===== src/pd_irq_defs.svh =====
`ifndef PD_IRQ_DEFS_SVH
`define PD_IRQ_DEFS_SVH

// register offsets
`define ADDR_BASIC_CTRL   5'h00
`define ADDR_IRQ_CTRL     5'h11
`define ADDR_IRQ_STAT     5'h12
`define ADDR_ED_CTRL      5'h1D

// field positions
`define BC_PWRDN_BIT      11
`define IC_OE_BIT         0
`define IC_EN_BIT         1
`define MASK_LINK_BIT     5
`define MASK_ED_BIT       6
`define ED_EN_BIT         15
`define ED_LP_BIT         0

// reset values
`define RST_BASIC_CTRL    16'h0000
`define RST_IRQ_CTRL      2'h0
`define RST_IRQ_MASK      8'h00
`define RST_IRQ_STAT      8'h00
`define RST_ED_EN         1'b0

// timing
`define CLK_MHZ           100
`define ED_PULSE_PERIOD_US 1000
`define ED_PULSE_WIDTH_NS 100
`define ED_WAKE_TIME_US   100
`define ED_IDLE_TIME_US   50

`endif


===== src/pd_irq_pkg.sv =====
package pd_irq_pkg;

  // one register access from software
  typedef struct packed {
    logic [4:0]  addr;
    logic [15:0] wdata;
    logic        wr;
    logic        rd;
  } reg_req_t;

  // energy-detect power state
  typedef enum logic [1:0] {
    ED_NORMAL = 2'b00,
    ED_SLEEP  = 2'b01,
    ED_WAKE   = 2'b10
  } ed_state_t;

endpackage


===== src/powerdown_interrupt_pin_logic.sv =====
// How it works
// - after reset the shared pin is a power-down input, interrupts off
// - output-enable bit 0 of irq control turns pin into low irq output
// - pin held low as input powers down like basic control bit 11
// - weak pull-up holds pin high; outside logic may pull it low
// - pin pulled low at start brings the device up powered down
// - registers stay live in power-down; output-enable bit exits pin-driven power-down, not bit 11
// - every interrupt source is disabled after reset
// - irq enable bit 1 gates pin; low mask byte gates each source
// - pending unmasked interrupt pulls the pin low without waiting
// - upper status byte shows every pending source, several at once
// - reading status clears all pending bits except any set in the same cycle, and releases the pin
// - energy detect with idle cable keeps low power, watching line
// - line activity in low power starts normal power-up sequence
// - energy detect wakes transmitter periodically for pulses
// - energy detect is steered by its own control register
`timescale 1ns/1ps
`include "pd_irq_defs.svh"

module powerdown_interrupt_pin_logic #(
  parameter int unsigned CNT_W     = 20,
  parameter int unsigned PERIOD_CYC =
    `ED_PULSE_PERIOD_US * `CLK_MHZ,
  parameter int unsigned WAKE_CYC  =
    `ED_WAKE_TIME_US * `CLK_MHZ,
  parameter int unsigned IDLE_CYC  =
    `ED_IDLE_TIME_US * `CLK_MHZ
) (
  input  wire logic              clk,
  input  wire logic              resetn,
  input  wire logic              ce,
  input  wire pd_irq_pkg::reg_req_t req,
  output logic [15:0]            rdata,
  input  wire logic              pin_i,
  output logic                   pin_o,
  output logic                   pin_oe,
  output logic                   pullup_en,
  input  wire logic              link_up,
  input  wire logic              line_energy,
  input  wire logic [7:0]        ext_evt,
  output logic                   power_down,
  output logic                   irq,
  output logic                   ed_low_power,
  output logic                   ed_tx_pulse,
  output logic                   ed_powerup
);
  import pd_irq_pkg::*;

  // pulse width, least time rounded up to whole cycles
  localparam int unsigned WIDTH_RAW =
    (`ED_PULSE_WIDTH_NS * `CLK_MHZ + 999) / 1000;
  localparam int unsigned WIDTH_CYC =
    (WIDTH_RAW < 1) ? 1 : WIDTH_RAW;
  localparam logic [CNT_W-1:0] PERIOD_M1 =
    CNT_W'(PERIOD_CYC - 1);
  localparam logic [CNT_W-1:0] WIDTH_C  = CNT_W'(WIDTH_CYC);
  localparam logic [CNT_W-1:0] WAKE_M1  = CNT_W'(WAKE_CYC - 1);
  localparam logic [CNT_W-1:0] IDLE_M1  = CNT_W'(IDLE_CYC - 1);

  // state
  logic [15:0]      basic_ctrl_ff;
  logic [1:0]       irq_ctrl_ff;
  logic [7:0]       irq_mask_ff;
  logic [7:0]       irq_stat_ff;
  logic             ed_en_ff;
  logic [15:0]      rdata_ff;
  logic             pin_s1_ff;
  logic             pin_s2_ff;
  logic             nrg_s1_ff;
  logic             nrg_s2_ff;
  logic             link_q_ff;
  logic             pd_ff;
  logic             pin_oe_ff;
  logic             irq_ff;
  ed_state_t        ed_state_ff;
  logic [CNT_W-1:0] ed_cnt_ff;
  logic [CNT_W-1:0] pulse_cnt_ff;
  logic             lp_ff;
  logic             tx_pulse_ff;
  logic             powerup_ff;

  // next values
  logic [15:0]      nxt_basic_ctrl;
  logic [1:0]       nxt_irq_ctrl;
  logic [7:0]       nxt_irq_mask;
  logic [7:0]       nxt_irq_stat;
  logic             nxt_ed_en;
  logic [15:0]      nxt_rdata;
  logic             nxt_pd;
  logic             nxt_pin_oe;
  logic             nxt_irq;
  ed_state_t        nxt_ed_state;
  logic [CNT_W-1:0] nxt_ed_cnt;
  logic [CNT_W-1:0] nxt_pulse_cnt;
  logic             nxt_lp;
  logic             nxt_tx_pulse;

  // address decode
  wire hit_bc   = (req.addr == `ADDR_BASIC_CTRL);
  wire hit_ic   = (req.addr == `ADDR_IRQ_CTRL);
  wire hit_st   = (req.addr == `ADDR_IRQ_STAT);
  wire hit_ed   = (req.addr == `ADDR_ED_CTRL);
  wire wr_bc    = req.wr & hit_bc;
  wire wr_ic    = req.wr & hit_ic;
  wire wr_st    = req.wr & hit_st;
  wire wr_ed    = req.wr & hit_ed;
  wire rd_st    = req.rd & hit_st;

  // pin function select
  wire int_oe   = irq_ctrl_ff[`IC_OE_BIT];
  wire int_en   = irq_ctrl_ff[`IC_EN_BIT];

  // write data into registers; all live during power-down
  assign nxt_basic_ctrl = wr_bc ? req.wdata : basic_ctrl_ff;
  assign nxt_irq_ctrl   = wr_ic ? req.wdata[1:0] : irq_ctrl_ff;
  assign nxt_irq_mask   = wr_st ? req.wdata[7:0] : irq_mask_ff;
  assign nxt_ed_en      = wr_ed ? req.wdata[`ED_EN_BIT]
                                : ed_en_ff;

  // power-down request: control bit or pin low while it is an input
  wire pin_low  = ~pin_s2_ff & ~int_oe;
  assign nxt_pd = basic_ctrl_ff[`BC_PWRDN_BIT]
                  | pin_low;

  // interrupt events
  wire link_chg = link_up ^ link_q_ff;
  wire ed_chg   = nxt_lp ^ lp_ff;
  logic [7:0] evt;
  always_comb begin
    evt                 = ext_evt;
    evt[`MASK_LINK_BIT] = link_chg;
    evt[`MASK_ED_BIT]   = ed_chg;
  end

  // sticky status: mask gates setting, set wins over any clear
  wire [7:0] st_set = evt & irq_mask_ff;
  wire [7:0] st_clr = rd_st ? 8'hFF
                    : (wr_st ? req.wdata[15:8] : 8'h00);
  assign nxt_irq_stat = st_set
                        | (irq_stat_ff & ~st_clr);

  // pending decision made from next status so the pin follows at once
  wire pend     = |(nxt_irq_stat & irq_mask_ff);
  assign nxt_irq    = pend & nxt_irq_ctrl[`IC_EN_BIT];
  assign nxt_pin_oe = nxt_irq
                      & nxt_irq_ctrl[`IC_OE_BIT];

  // energy-detect state machine
  wire energy   = nrg_s2_ff;
  wire cnt_done_idle = (ed_cnt_ff == IDLE_M1);
  wire cnt_done_wake = (ed_cnt_ff == WAKE_M1);
  always_comb begin
    nxt_ed_state = ed_state_ff;
    nxt_ed_cnt   = ed_cnt_ff + CNT_W'(1);
    case (ed_state_ff)
      ED_NORMAL: begin
        if (!ed_en_ff || energy) begin
          nxt_ed_cnt = '0;
        end else if (cnt_done_idle) begin
          nxt_ed_state = ED_SLEEP;
          nxt_ed_cnt   = '0;
        end
      end
      ED_SLEEP: begin
        nxt_ed_cnt = '0;
        if (!ed_en_ff) begin
          nxt_ed_state = ED_NORMAL;
        end else if (energy) begin
          nxt_ed_state = ED_WAKE;
        end
      end
      ED_WAKE: begin
        if (cnt_done_wake || !ed_en_ff) begin
          nxt_ed_state = ED_NORMAL;
          nxt_ed_cnt   = '0;
        end
      end
      default: begin
        nxt_ed_state = ED_NORMAL;
        nxt_ed_cnt   = '0;
      end
    endcase
  end
  assign nxt_lp = (nxt_ed_state == ED_SLEEP);

  // periodic transmit pulses while energy detect is on, except in the wake state
  wire pulse_run = ed_en_ff & (ed_state_ff != ED_WAKE);
  assign nxt_pulse_cnt = (!pulse_run || pulse_cnt_ff == PERIOD_M1)
                         ? '0
                         : pulse_cnt_ff + CNT_W'(1);
  assign nxt_tx_pulse  = pulse_run
                         & (nxt_pulse_cnt < WIDTH_C);

  // read data mux, unmapped reads return zero
  always_comb begin
    nxt_rdata = 16'h0000;
    if (req.rd) begin
      if (hit_bc) begin
        nxt_rdata = basic_ctrl_ff;
      end else if (hit_ic) begin
        nxt_rdata = {14'h0000, irq_ctrl_ff};
      end else if (hit_st) begin
        nxt_rdata = {irq_stat_ff, irq_mask_ff};
      end else if (hit_ed) begin
        nxt_rdata = {ed_en_ff, 14'h0000, lp_ff};
      end
    end
  end

  // pin and line-energy synchronisers; pin idles high as the pull-up holds it, energy idles low
  always_ff @(posedge clk) begin
    if (!resetn) begin
      pin_s1_ff <= 1'b1;
      pin_s2_ff <= 1'b1;
      nrg_s1_ff <= 1'b0;
      nrg_s2_ff <= 1'b0;
    end else if (ce) begin
      pin_s1_ff <= pin_i;
      pin_s2_ff <= pin_s1_ff;
      nrg_s1_ff <= line_energy;
      nrg_s2_ff <= nrg_s1_ff;
    end
  end

  // register file
  always_ff @(posedge clk) begin
    if (!resetn) begin
      basic_ctrl_ff <= `RST_BASIC_CTRL;
      irq_ctrl_ff   <= `RST_IRQ_CTRL;
      irq_mask_ff   <= `RST_IRQ_MASK;
      irq_stat_ff   <= `RST_IRQ_STAT;
      ed_en_ff      <= `RST_ED_EN;
      rdata_ff      <= 16'h0000;
    end else if (ce) begin
      basic_ctrl_ff <= nxt_basic_ctrl;
      irq_ctrl_ff   <= nxt_irq_ctrl;
      irq_mask_ff   <= nxt_irq_mask;
      irq_stat_ff   <= nxt_irq_stat;
      ed_en_ff      <= nxt_ed_en;
      rdata_ff      <= nxt_rdata;
    end
  end

  // pin, power-down and interrupt outputs
  always_ff @(posedge clk) begin
    if (!resetn) begin
      link_q_ff <= 1'b0;
      pd_ff     <= 1'b0;
      pin_oe_ff <= 1'b0;
      irq_ff    <= 1'b0;
    end else if (ce) begin
      link_q_ff <= link_up;
      pd_ff     <= nxt_pd;
      pin_oe_ff <= nxt_pin_oe;
      irq_ff    <= nxt_irq;
    end
  end

  // energy-detect state
  always_ff @(posedge clk) begin
    if (!resetn) begin
      ed_state_ff  <= ED_NORMAL;
      ed_cnt_ff    <= '0;
      pulse_cnt_ff <= '0;
      lp_ff        <= 1'b0;
      tx_pulse_ff  <= 1'b0;
      powerup_ff   <= 1'b0;
    end else if (ce) begin
      ed_state_ff  <= nxt_ed_state;
      ed_cnt_ff    <= nxt_ed_cnt;
      pulse_cnt_ff <= nxt_pulse_cnt;
      lp_ff        <= nxt_lp;
      tx_pulse_ff  <= nxt_tx_pulse;
      powerup_ff   <= (nxt_ed_state == ED_WAKE);
    end
  end

  // outputs straight from flops, pull-up tied on; pin only ever pulled low
  assign rdata        = rdata_ff;
  assign pin_o        = 1'b0 & pin_oe_ff; // open drain, drives low
  assign pin_oe       = pin_oe_ff;
  assign pullup_en    = resetn | ~resetn; // always on
  assign power_down   = pd_ff;
  assign irq          = irq_ff;
  assign ed_low_power = lp_ff;
  assign ed_tx_pulse  = tx_pulse_ff;
  assign ed_powerup   = powerup_ff;

endmodule // powerdown_interrupt_pin_logic


===== config.mk =====
export PLATFORM = sky130hd
export DESIGN_NAME = powerdown_interrupt_pin_logic
export DESIGN_NICKNAME = d
export VERILOG_FILES = /design/src/pd_irq_pkg.sv /design/src/powerdown_interrupt_pin_logic.sv
export VERILOG_INCLUDE_DIRS = /design/src
export SDC_FILE = /design/constraint.sdc
export NUM_CORES = 1
export LEC_CHECK = 0
export ABC_CLOCK_PERIOD_IN_PS = 3100
export BUFFER_PORTS_ARGS = -buffer_cell sky130_fd_sc_hd__buf_2
export CAP_MARGIN = 20
export CORE_MARGIN = 4
export CORE_UTILIZATION = 59
export CTS_CLUSTER_DIAMETER = 30
export DETAILED_ROUTE_END_ITERATION = 7
export PLACE_DENSITY = 0.76
export SYNTH_ARGS = -nofsm -noshare
export SYNTH_HDL_FRONTEND = slang
export SYNTH_SLANG_ARGS = --single-unit

===== constraint.sdc =====
create_clock -name clk -period 3.1 [get_ports clk]
set_input_delay 0.465 -clock clk [delete_from_list [all_inputs] [get_ports clk]]
set_output_delay 0.465 -clock clk [all_outputs]
set_load 0.05 [all_outputs]

==> summary.txt, run 1 <==
CTS
  – Worst-Skew Late Latency: 380 ps
  – Clock Sinks: 104
  – Post-CTS Setup Bufs: 0
  – Post-CTS Resized: 0
  – H-tree levels: 3
  – TritonCTS buffer count: 9
  – Hold Buf Count CTS: 0
  – CTS clk-pin slew, worst paths: 100 ps
  – CTS tree: built
  – Clk buf depth: 2
  – Root Buffer: clkbuf_8

Detailed routing
  – DR vias/cell: 6.135
  – Total Wirelength: 13050 µm
  – Post-DRT Antenna Nets: 0
  – Via count: 4914
  – First DRT Iteration DRCs: 269
  – WL/cell: 16.29 µm
  – Drt pass-1 iters: 5
  – Post-route DRC: 0

Logic synthesis
  – Seq cells post-synth: 104
  – Top-count cell post-synth: dfxtp_1
  – Post-synthesis simple-gate area fraction: 25.82%
  – Synth Area in Adders: 0.4586%
  – Synth Instances: 657
  – Synthesized Nets: 696
  – Synthesis warning total: 0
  – Area leader, netlist: dfxtp_1
  – Synth Area in XOR/XNOR: 2.729%
  – Post-synth EDFFs: 0
  – Compound-Gate Fraction of Synth Area: 25.25%
  – Fraction of registers with async set/reset: 0%
  – Mux cell area share after synthesis: 2.408%
  – Mapped Area: 5456 µm²
  – Synth Flop Type: dfxtp_1
  – Post-synthesis sequential area ratio: 38.16%
  – Synth top area cells: dfxtp_1, nand2_1, a21boi_0, o21ai_0, a22oi_1
  – Main combinational cell family by area after synthesis: simple AND/OR/NAND/NOR gates
  – Synth unique cells: 69
  – Synth top cells by count: dfxtp_1, nand2_1, a21boi_0
  – Share of the synthesized area in the top cell type: 38.16%
  – Syn avg cell area: 8.305 µm²

Setup path
  – CP bufs+invs: 0
  – Crit path capture type: flop
  – Crit Path Max Fanout: 6
  – Crit path max-delay family: simple AND/OR/NAND/NOR gates
  – Crit Path Class: flop to flop
  – CP required: 3390 ps
  – Crit path cell chain: ha_1, and4_2, nand2_1, nor4_1, xnor2_1, or4b_1, o31ai_2
  – Startpoint Class: flop
  – Register-to-register setup slack: 550 ps
  – Critical path arrival: 2840 ps
  – Crit-path slowest cell: dfxtp_1
  – Worst path max stage delay: 480 ps

Cells and area
  – Post-layout net count: 727
  – Area Growth Syn to Fin: 8.828%
  – Share of cells above drive strength 1: 14.14%
  – Non-filler cells, final: 801
  – Diodes inserted: 0

Floorplanning
  – Core area: 8848 µm²
  – Chip height: 104.2 µm
  – Full die area: 10850 µm²
  – Initial core utilization: 61.67%
  – IO Pins: 61
  – Die X: 104.2 µm
  – Num rows: 34

Placement
  – Dpl cells: 785
  – GPL Wtd Cong: 0.8594
  – Input/output buffers: 56
  – Hpwl dp: 9107 µm

Hold path
  – Hold/Removal Path Class: input port to flop

STA
  – Period utilization: 82.35%
  – Max-slew violations: 0
  – Setup total negative slack: 0 ps
  – FMAX: 391.7 MHz
  – Worst Clk Skew: 12.25 ps
  – RSZ-0062 raised after global routing: false
  – Final setup vio count: 0
  – Slew @ Worst Pin: 967.0 ps
  – Crit path time final: 2553 ps
  – Slew Limit Headroom: 35.30%
  – WHS: 312.3 ps
  – Final Hold Viols: 0

Power
  – Static Leak: 2.126 nW
  – Cell Pwr Density: 402.8 nW/µm²
  – VDD IR max: 0.0002946 V
  – Tot Pwr: 2.392 mW

Outcome
  – Outcome: completed

Global route
  – First-pass GRT wire length: 22250 µm
  – Vias in the first global route: 4776
  – All-layer global routing usage: 24.26%
  – Largest net degree at the start of global routing: 87
  – Initial antenna violation count: 0
  – Grt total ovfl: 0

Run
  – Max Cap Viol: 0
power by group:
group	internal (mW)	total (mW)	switching, mW
combinational	0.0493	0.142	0.0924
clock	0.397	0.904	0.507
sequential	1.34	1.35	0.00460
layout make-up:
type	instances	area, µm²
clock inverters	6	86.33
multi-input cells	492	3099
repair buffers	65	347.8
fillers	770	2910
flip-flops and latches	104	2082
well taps	108	135.1
clock buffers	10	127.6
inverters	16	60.06
through the flow:
stage / util (%) / instance area, µm² / setup slack (ps)
floorplan: - / 5456 / 848.2
global placement: 64.69 / 5724 / 617.4
detailed placement: 64.69 / 5724 / 544.6
CTS: 67.11 / 5938 / 588.9
global route: 67.11 / 5938 / 319.8
finish: 67.11 / 5938 / 547.2
registers in the layout, summed over array words and instances (netlist names), 2 cells and up:
| name | count |
|---|---|
| ed_cnt_ff | 20 |
| pulse_cnt_ff | 20 |
| basic_ctrl_ff | 16 |
| rdata | 16 |
| irq_mask_ff | 8 |
| irq_stat_ff | 8 |
| ed_state_ff | 2 |
| irq_ctrl_ff | 2 |
metal layers:
metal,vias up,share of wire [%],global-route usage [%]
met4,0,1.1,6.553
met1,2311,42,29.57
li1,2426,-,-
met5,-,0,0
met2,161,51,43.41
met3,16,6.0,4.904
logic make-up (layout without fill, tap and decap cells):
logic type      count (synthesis)  in the layout
xor+xnor                       17             17
other cells                     2              2
simple gates                  260            260
compound gates                198            198
buf+inv                        61             97
mux                            13             13
flops                         104            104
fa+ha+maj                       2              2
final timing paths:
| path | endpoint | start | cells after the start |
|---|---|---|---|
| worst max-delay path | ed_tx_pulse | pulse_cnt_ff[0] | 7 |
| worst min-delay path | pin_s1_ff | pin_i | 3 |
| worst max register to register | ed_tx_pulse | pulse_cnt_ff[0] | 7 |
| worst min register to register | pin_oe | pin_oe | 2 |
tightest hold or removal path, cell delays in order:
cell     delay [ps]
buf_2            80
mux2i_1          60
nand2_1          60
cells in the final DEF, fill, tap and decap left out, drive strengths merged, types with 19 or more instances in the layout:
master / n
a21boi: 47
a21oi: 22
a22oi: 22
and2: 20
buf: 65
dfxtp: 104
inv: 19
nand2: 96
nand3: 22
o21ai: 41
(Power assumes the default switching activity.)
==> inputs of run 2 (changes only) <==
- ABC_AREA: not set -> 1
- ABC_CLOCK_PERIOD_IN_PS: 3100 -> 2100
- CORE_UTILIZATION: 59 -> 53
- PLACE_DENSITY: 0.76 -> 0.72
- clock period: 3.1 -> 2.1 ns (I/O delays scaled with it)
==> summary.txt, run 2 <==
Outcome
  – Outcome: completed (unchanged)

CTS
  – Clock Sinks: 104 (unchanged)
  – H-tree levels: 3 (unchanged)
  – TritonCTS buffer count: 9 (unchanged)
  – Worst-Skew Late Latency: 370 ps (was 380 ps)
  – Clk buf depth: 2 (unchanged)
  – CTS clk-pin slew, worst paths: 100 ps (about the same)
  – Root Buffer: clkbuf_8 (unchanged)
  – CTS tree: built (unchanged)
  – Hold Buf Count CTS: 0 (unchanged)

STA
  – Period utilization: 91.94% (was 82.35%)
  – Final setup vio count: 0 (unchanged)
  – WHS: 145.7 ps (was 312.3 ps)
  – Crit path time final: 1931 ps (was 2553 ps)
  – Setup total negative slack: 0 ps (unchanged)
  – Max-slew violations: 0 (unchanged)
  – Worst Clk Skew: 8.169 ps (was 12.25 ps)
  – FMAX: 518.0 MHz (was 391.7 MHz)
  – Final Hold Viols: 0 (unchanged)

Setup path
  – Crit path capture type: flop (unchanged)
  – Startpoint Class: flop (unchanged)
  – Levels on crit path: 11 (was 7)
  – Crit path max-delay family: simple AND/OR/NAND/NOR gates (unchanged)
  – Crit path top cell by count: nand3_1
  – Crit path cell chain: ha_1, nand2_1, nor2_2, nand3_2, nand2_4, inv_2, o21ai_0, nand3_1, nor2_1, nand3_1, a21oi_2 (was ha_1, and4_2, nand2_1, nor4_1, xnor2_1, or4b_1, o31ai_2)
  – Crit Path Class: flop to flop (unchanged)
  – CP bufs+invs: 1 (was 0)
  – Crit Path Max Fanout: 13 (was 6)
  – Worst path max stage delay: 370 ps (was 480 ps)
  – Critical path arrival: 2250 ps (was 2840 ps)
  – R2R depth: 11 (was 7)
  – CP required: 2420 ps (was 3390 ps)
  – Register-to-register setup slack: 170 ps (was 550 ps)
  – Crit-path slowest cell: dfxtp_1 (unchanged)

Floorplanning
  – IO Pins: 61 (unchanged)
  – Chip height: 109.0 µm (was 104.2 µm)
  – Full die area: 11890 µm² (was 10850 µm²)
  – Num rows: 36 (was 34)
  – Core area: 9864 µm² (was 8848 µm²)
  – Die X: 109.0 µm (was 104.2 µm)
  – Initial core utilization: 54.85% (was 61.67%)

Detailed routing
  – DR vias/cell: 5.382 (was 6.135)
  – Via count: 5204 (was 4914)
  – First DRT Iteration DRCs: 235 (was 269)
  – WL/cell: 13.82 µm (was 16.29 µm)
  – Total Wirelength: 13360 µm (was 13050 µm)
  – Post-DRT Antenna Nets: 0 (unchanged)
  – Post-route DRC: 0 (unchanged)
  – Drt pass-1 iters: 4 (was 5)

Hold path
  – WHS Path Cells: 3 (unchanged)
  – Hold/Removal Path Class: input port to flop (unchanged)

Logic synthesis
  – Synth Flop Type: dfxtp_1 (unchanged)
  – Mapped Area: 5410 µm² (was 5456 µm²)
  – Synth Area in XOR/XNOR: 3.400% (was 2.729%)
  – Synthesized Nets: 826 (was 696)
  – Seq cells post-synth: 104 (unchanged)
  – Share of the synthesized area in the top cell type: 38.48% (was 38.16%)
  – Top-count cell post-synth: nand2_1 (was dfxtp_1)
  – Synth Area in Adders: 0.4625% (was 0.4586%)
  – Syn avg cell area: 6.874 µm² (was 8.305 µm²)
  – Synth Instances: 787 (was 657)
  – Synth unique cells: 45 (was 69)
  – Post-synthesis simple-gate area fraction: 27.91% (was 25.82%)
  – Fraction of registers with async set/reset: 0% (unchanged)
  – Post-synth EDFFs: 0 (unchanged)
  – Synth top area cells: dfxtp_1, nand2_1, a21oi_1, inv_1, o21ai_0 (was dfxtp_1, nand2_1, a21boi_0, o21ai_0, a22oi_1)
  – Mux cell area share after synthesis: 0% (was 2.408%)
  – Main combinational cell family by area after synthesis: simple AND/OR/NAND/NOR gates (unchanged)
  – Compound-Gate Fraction of Synth Area: 19.40% (was 25.25%)
  – Post-synthesis sequential area ratio: 38.48% (was 38.16%)
  – Area leader, netlist: dfxtp_1 (unchanged)
  – Synth top cells by count: nand2_1, dfxtp_1, inv_1 (was dfxtp_1, nand2_1, a21boi_0)
  – Synthesis warning total: 0 (unchanged)

Placement
  – Hpwl dp: 9422 µm (was 9107 µm)
  – Input/output buffers: 56 (unchanged)
  – GPL Wtd Cong: 0.8748 (was 0.8594)

Power
  – VDD IR max: 0.0003010 V (was 0.0002946 V)
  – Static Leak: 2.300 nW (was 2.126 nW)
  – Tot Pwr: 3.568 mW (was 2.392 mW)
  – Cell Pwr Density: 593.2 nW/µm² (was 402.8 nW/µm²)

Global route
  – All-layer global routing usage: 23.86% (was 24.26%)
  – Largest net degree at the start of global routing: 70 (was 87)
  – Initial antenna violation count: 0 (unchanged)
  – Grt total ovfl: 0 (unchanged)
  – First-pass GRT wire length: 22910 µm (was 22250 µm)
  – Vias in the first global route: 5056 (was 4776)

Cells and area
  – Share of cells above drive strength 1: 15.95% (was 14.14%)
  – Most frequent cells in the layout: nand2_1, dfxtp_1, inv_1, a21oi_1, nor2_1 (was dfxtp_1, nand2_1, buf_2, a21boi_0, o21ai_0)
  – Post-layout net count: 868 (was 727)
  – Top Registers: ed_cnt_ff: 20 flops, pulse_cnt_ff: 20 flops (unchanged)
  – Area Growth Syn to Fin: 11.17% (was 8.828%)
  – Most common cell after layout, fill and taps aside: nand2_1 (was dfxtp_1)
  – Diodes inserted: 0 (unchanged)

Run
  – Max Cap Viol: 0 (unchanged)
[run 2: cell count changes after synthesis, sizes merged, moves of 22 or more]
| cell | before | now |
|---|---|---|
| o21ai | 41 | 64 |
| a22oi | 22 | 0 |
| a21boi | 47 | 0 |
| o22ai | 0 | 23 |
| inv | 16 | 99 |
| nand2 | 96 | 159 |
| a21oi | 22 | 90 |
| nor2 | 17 | 90 |
[run 2: worst paths after layout]
| check | from | end |
|---|---|---|
| worst max-delay path | pulse_cnt_ff[1] | ed_tx_pulse |
| worst min register to register | basic_ctrl_ff[9] | basic_ctrl_ff[9] |
| worst max register to register | pulse_cnt_ff[1] | ed_tx_pulse |
| worst min-delay path | pin_i | pin_s1_ff |
[run 2: through the flow]
stage                     instances  cell area, µm²  utilization [%]  setup WS [ps]
after floorplan                 787            5410                -          476.8
after global placement          951            5799            58.79          188.0
after detailed placement        951            5799            58.79          183.7
after CTS                       967            5991            60.73          158.2
after global routing            967            6015            60.97         -37.11
final                           967            6015            60.97          169.4
[run 2: where the power goes]
part           total (mW)  internal [mW]  switching, mW
logic               0.304         0.0970          0.207
clock network        1.22          0.481          0.740
registers            2.04           2.01         0.0307
total                3.57           2.59          0.978
[run 2: tightest hold or removal path, cell delays in order]
cell	delay, ps
buf_2	80
nand2_1	40
nand3_1	60
[run 2: final cells by class]
type / count / area [µm²]
fill: 975 / 3850
multi-input combinational: 544 / 2800
sequential: 104 / 2082
timing repair buffer: 67 / 387.9
inverter: 103 / 386.6
tap: 133 / 166.4
clock buffer: 10 / 137.6
clock inverter: 6 / 53.80
[run 2: kinds of logic after synthesis]
| kind of cell | count (synthesis) |
|---|---|
| simple gates | 325 |
| compound gates | 194 |
| buf+inv | 139 |
| flops | 104 |
| xor+xnor | 21 |
| fa+ha+maj | 2 |
| other cells | 2 |
[run 2: repair_timing]
action,4_1_cts,5_1_grt
buffers inserted,0,0
setup endpoints to repair,0,3
resized for setup,0,5
[run 2: per-layer routing]
layer	part of all wire [%]	up-vias	global-route usage (%)
met2	48	120	40.31
li1	-	2660	-
met5	0	-	0
met4	2.5	0	9.107
met1	45	2394	30.80
met3	4.4	30	3.375
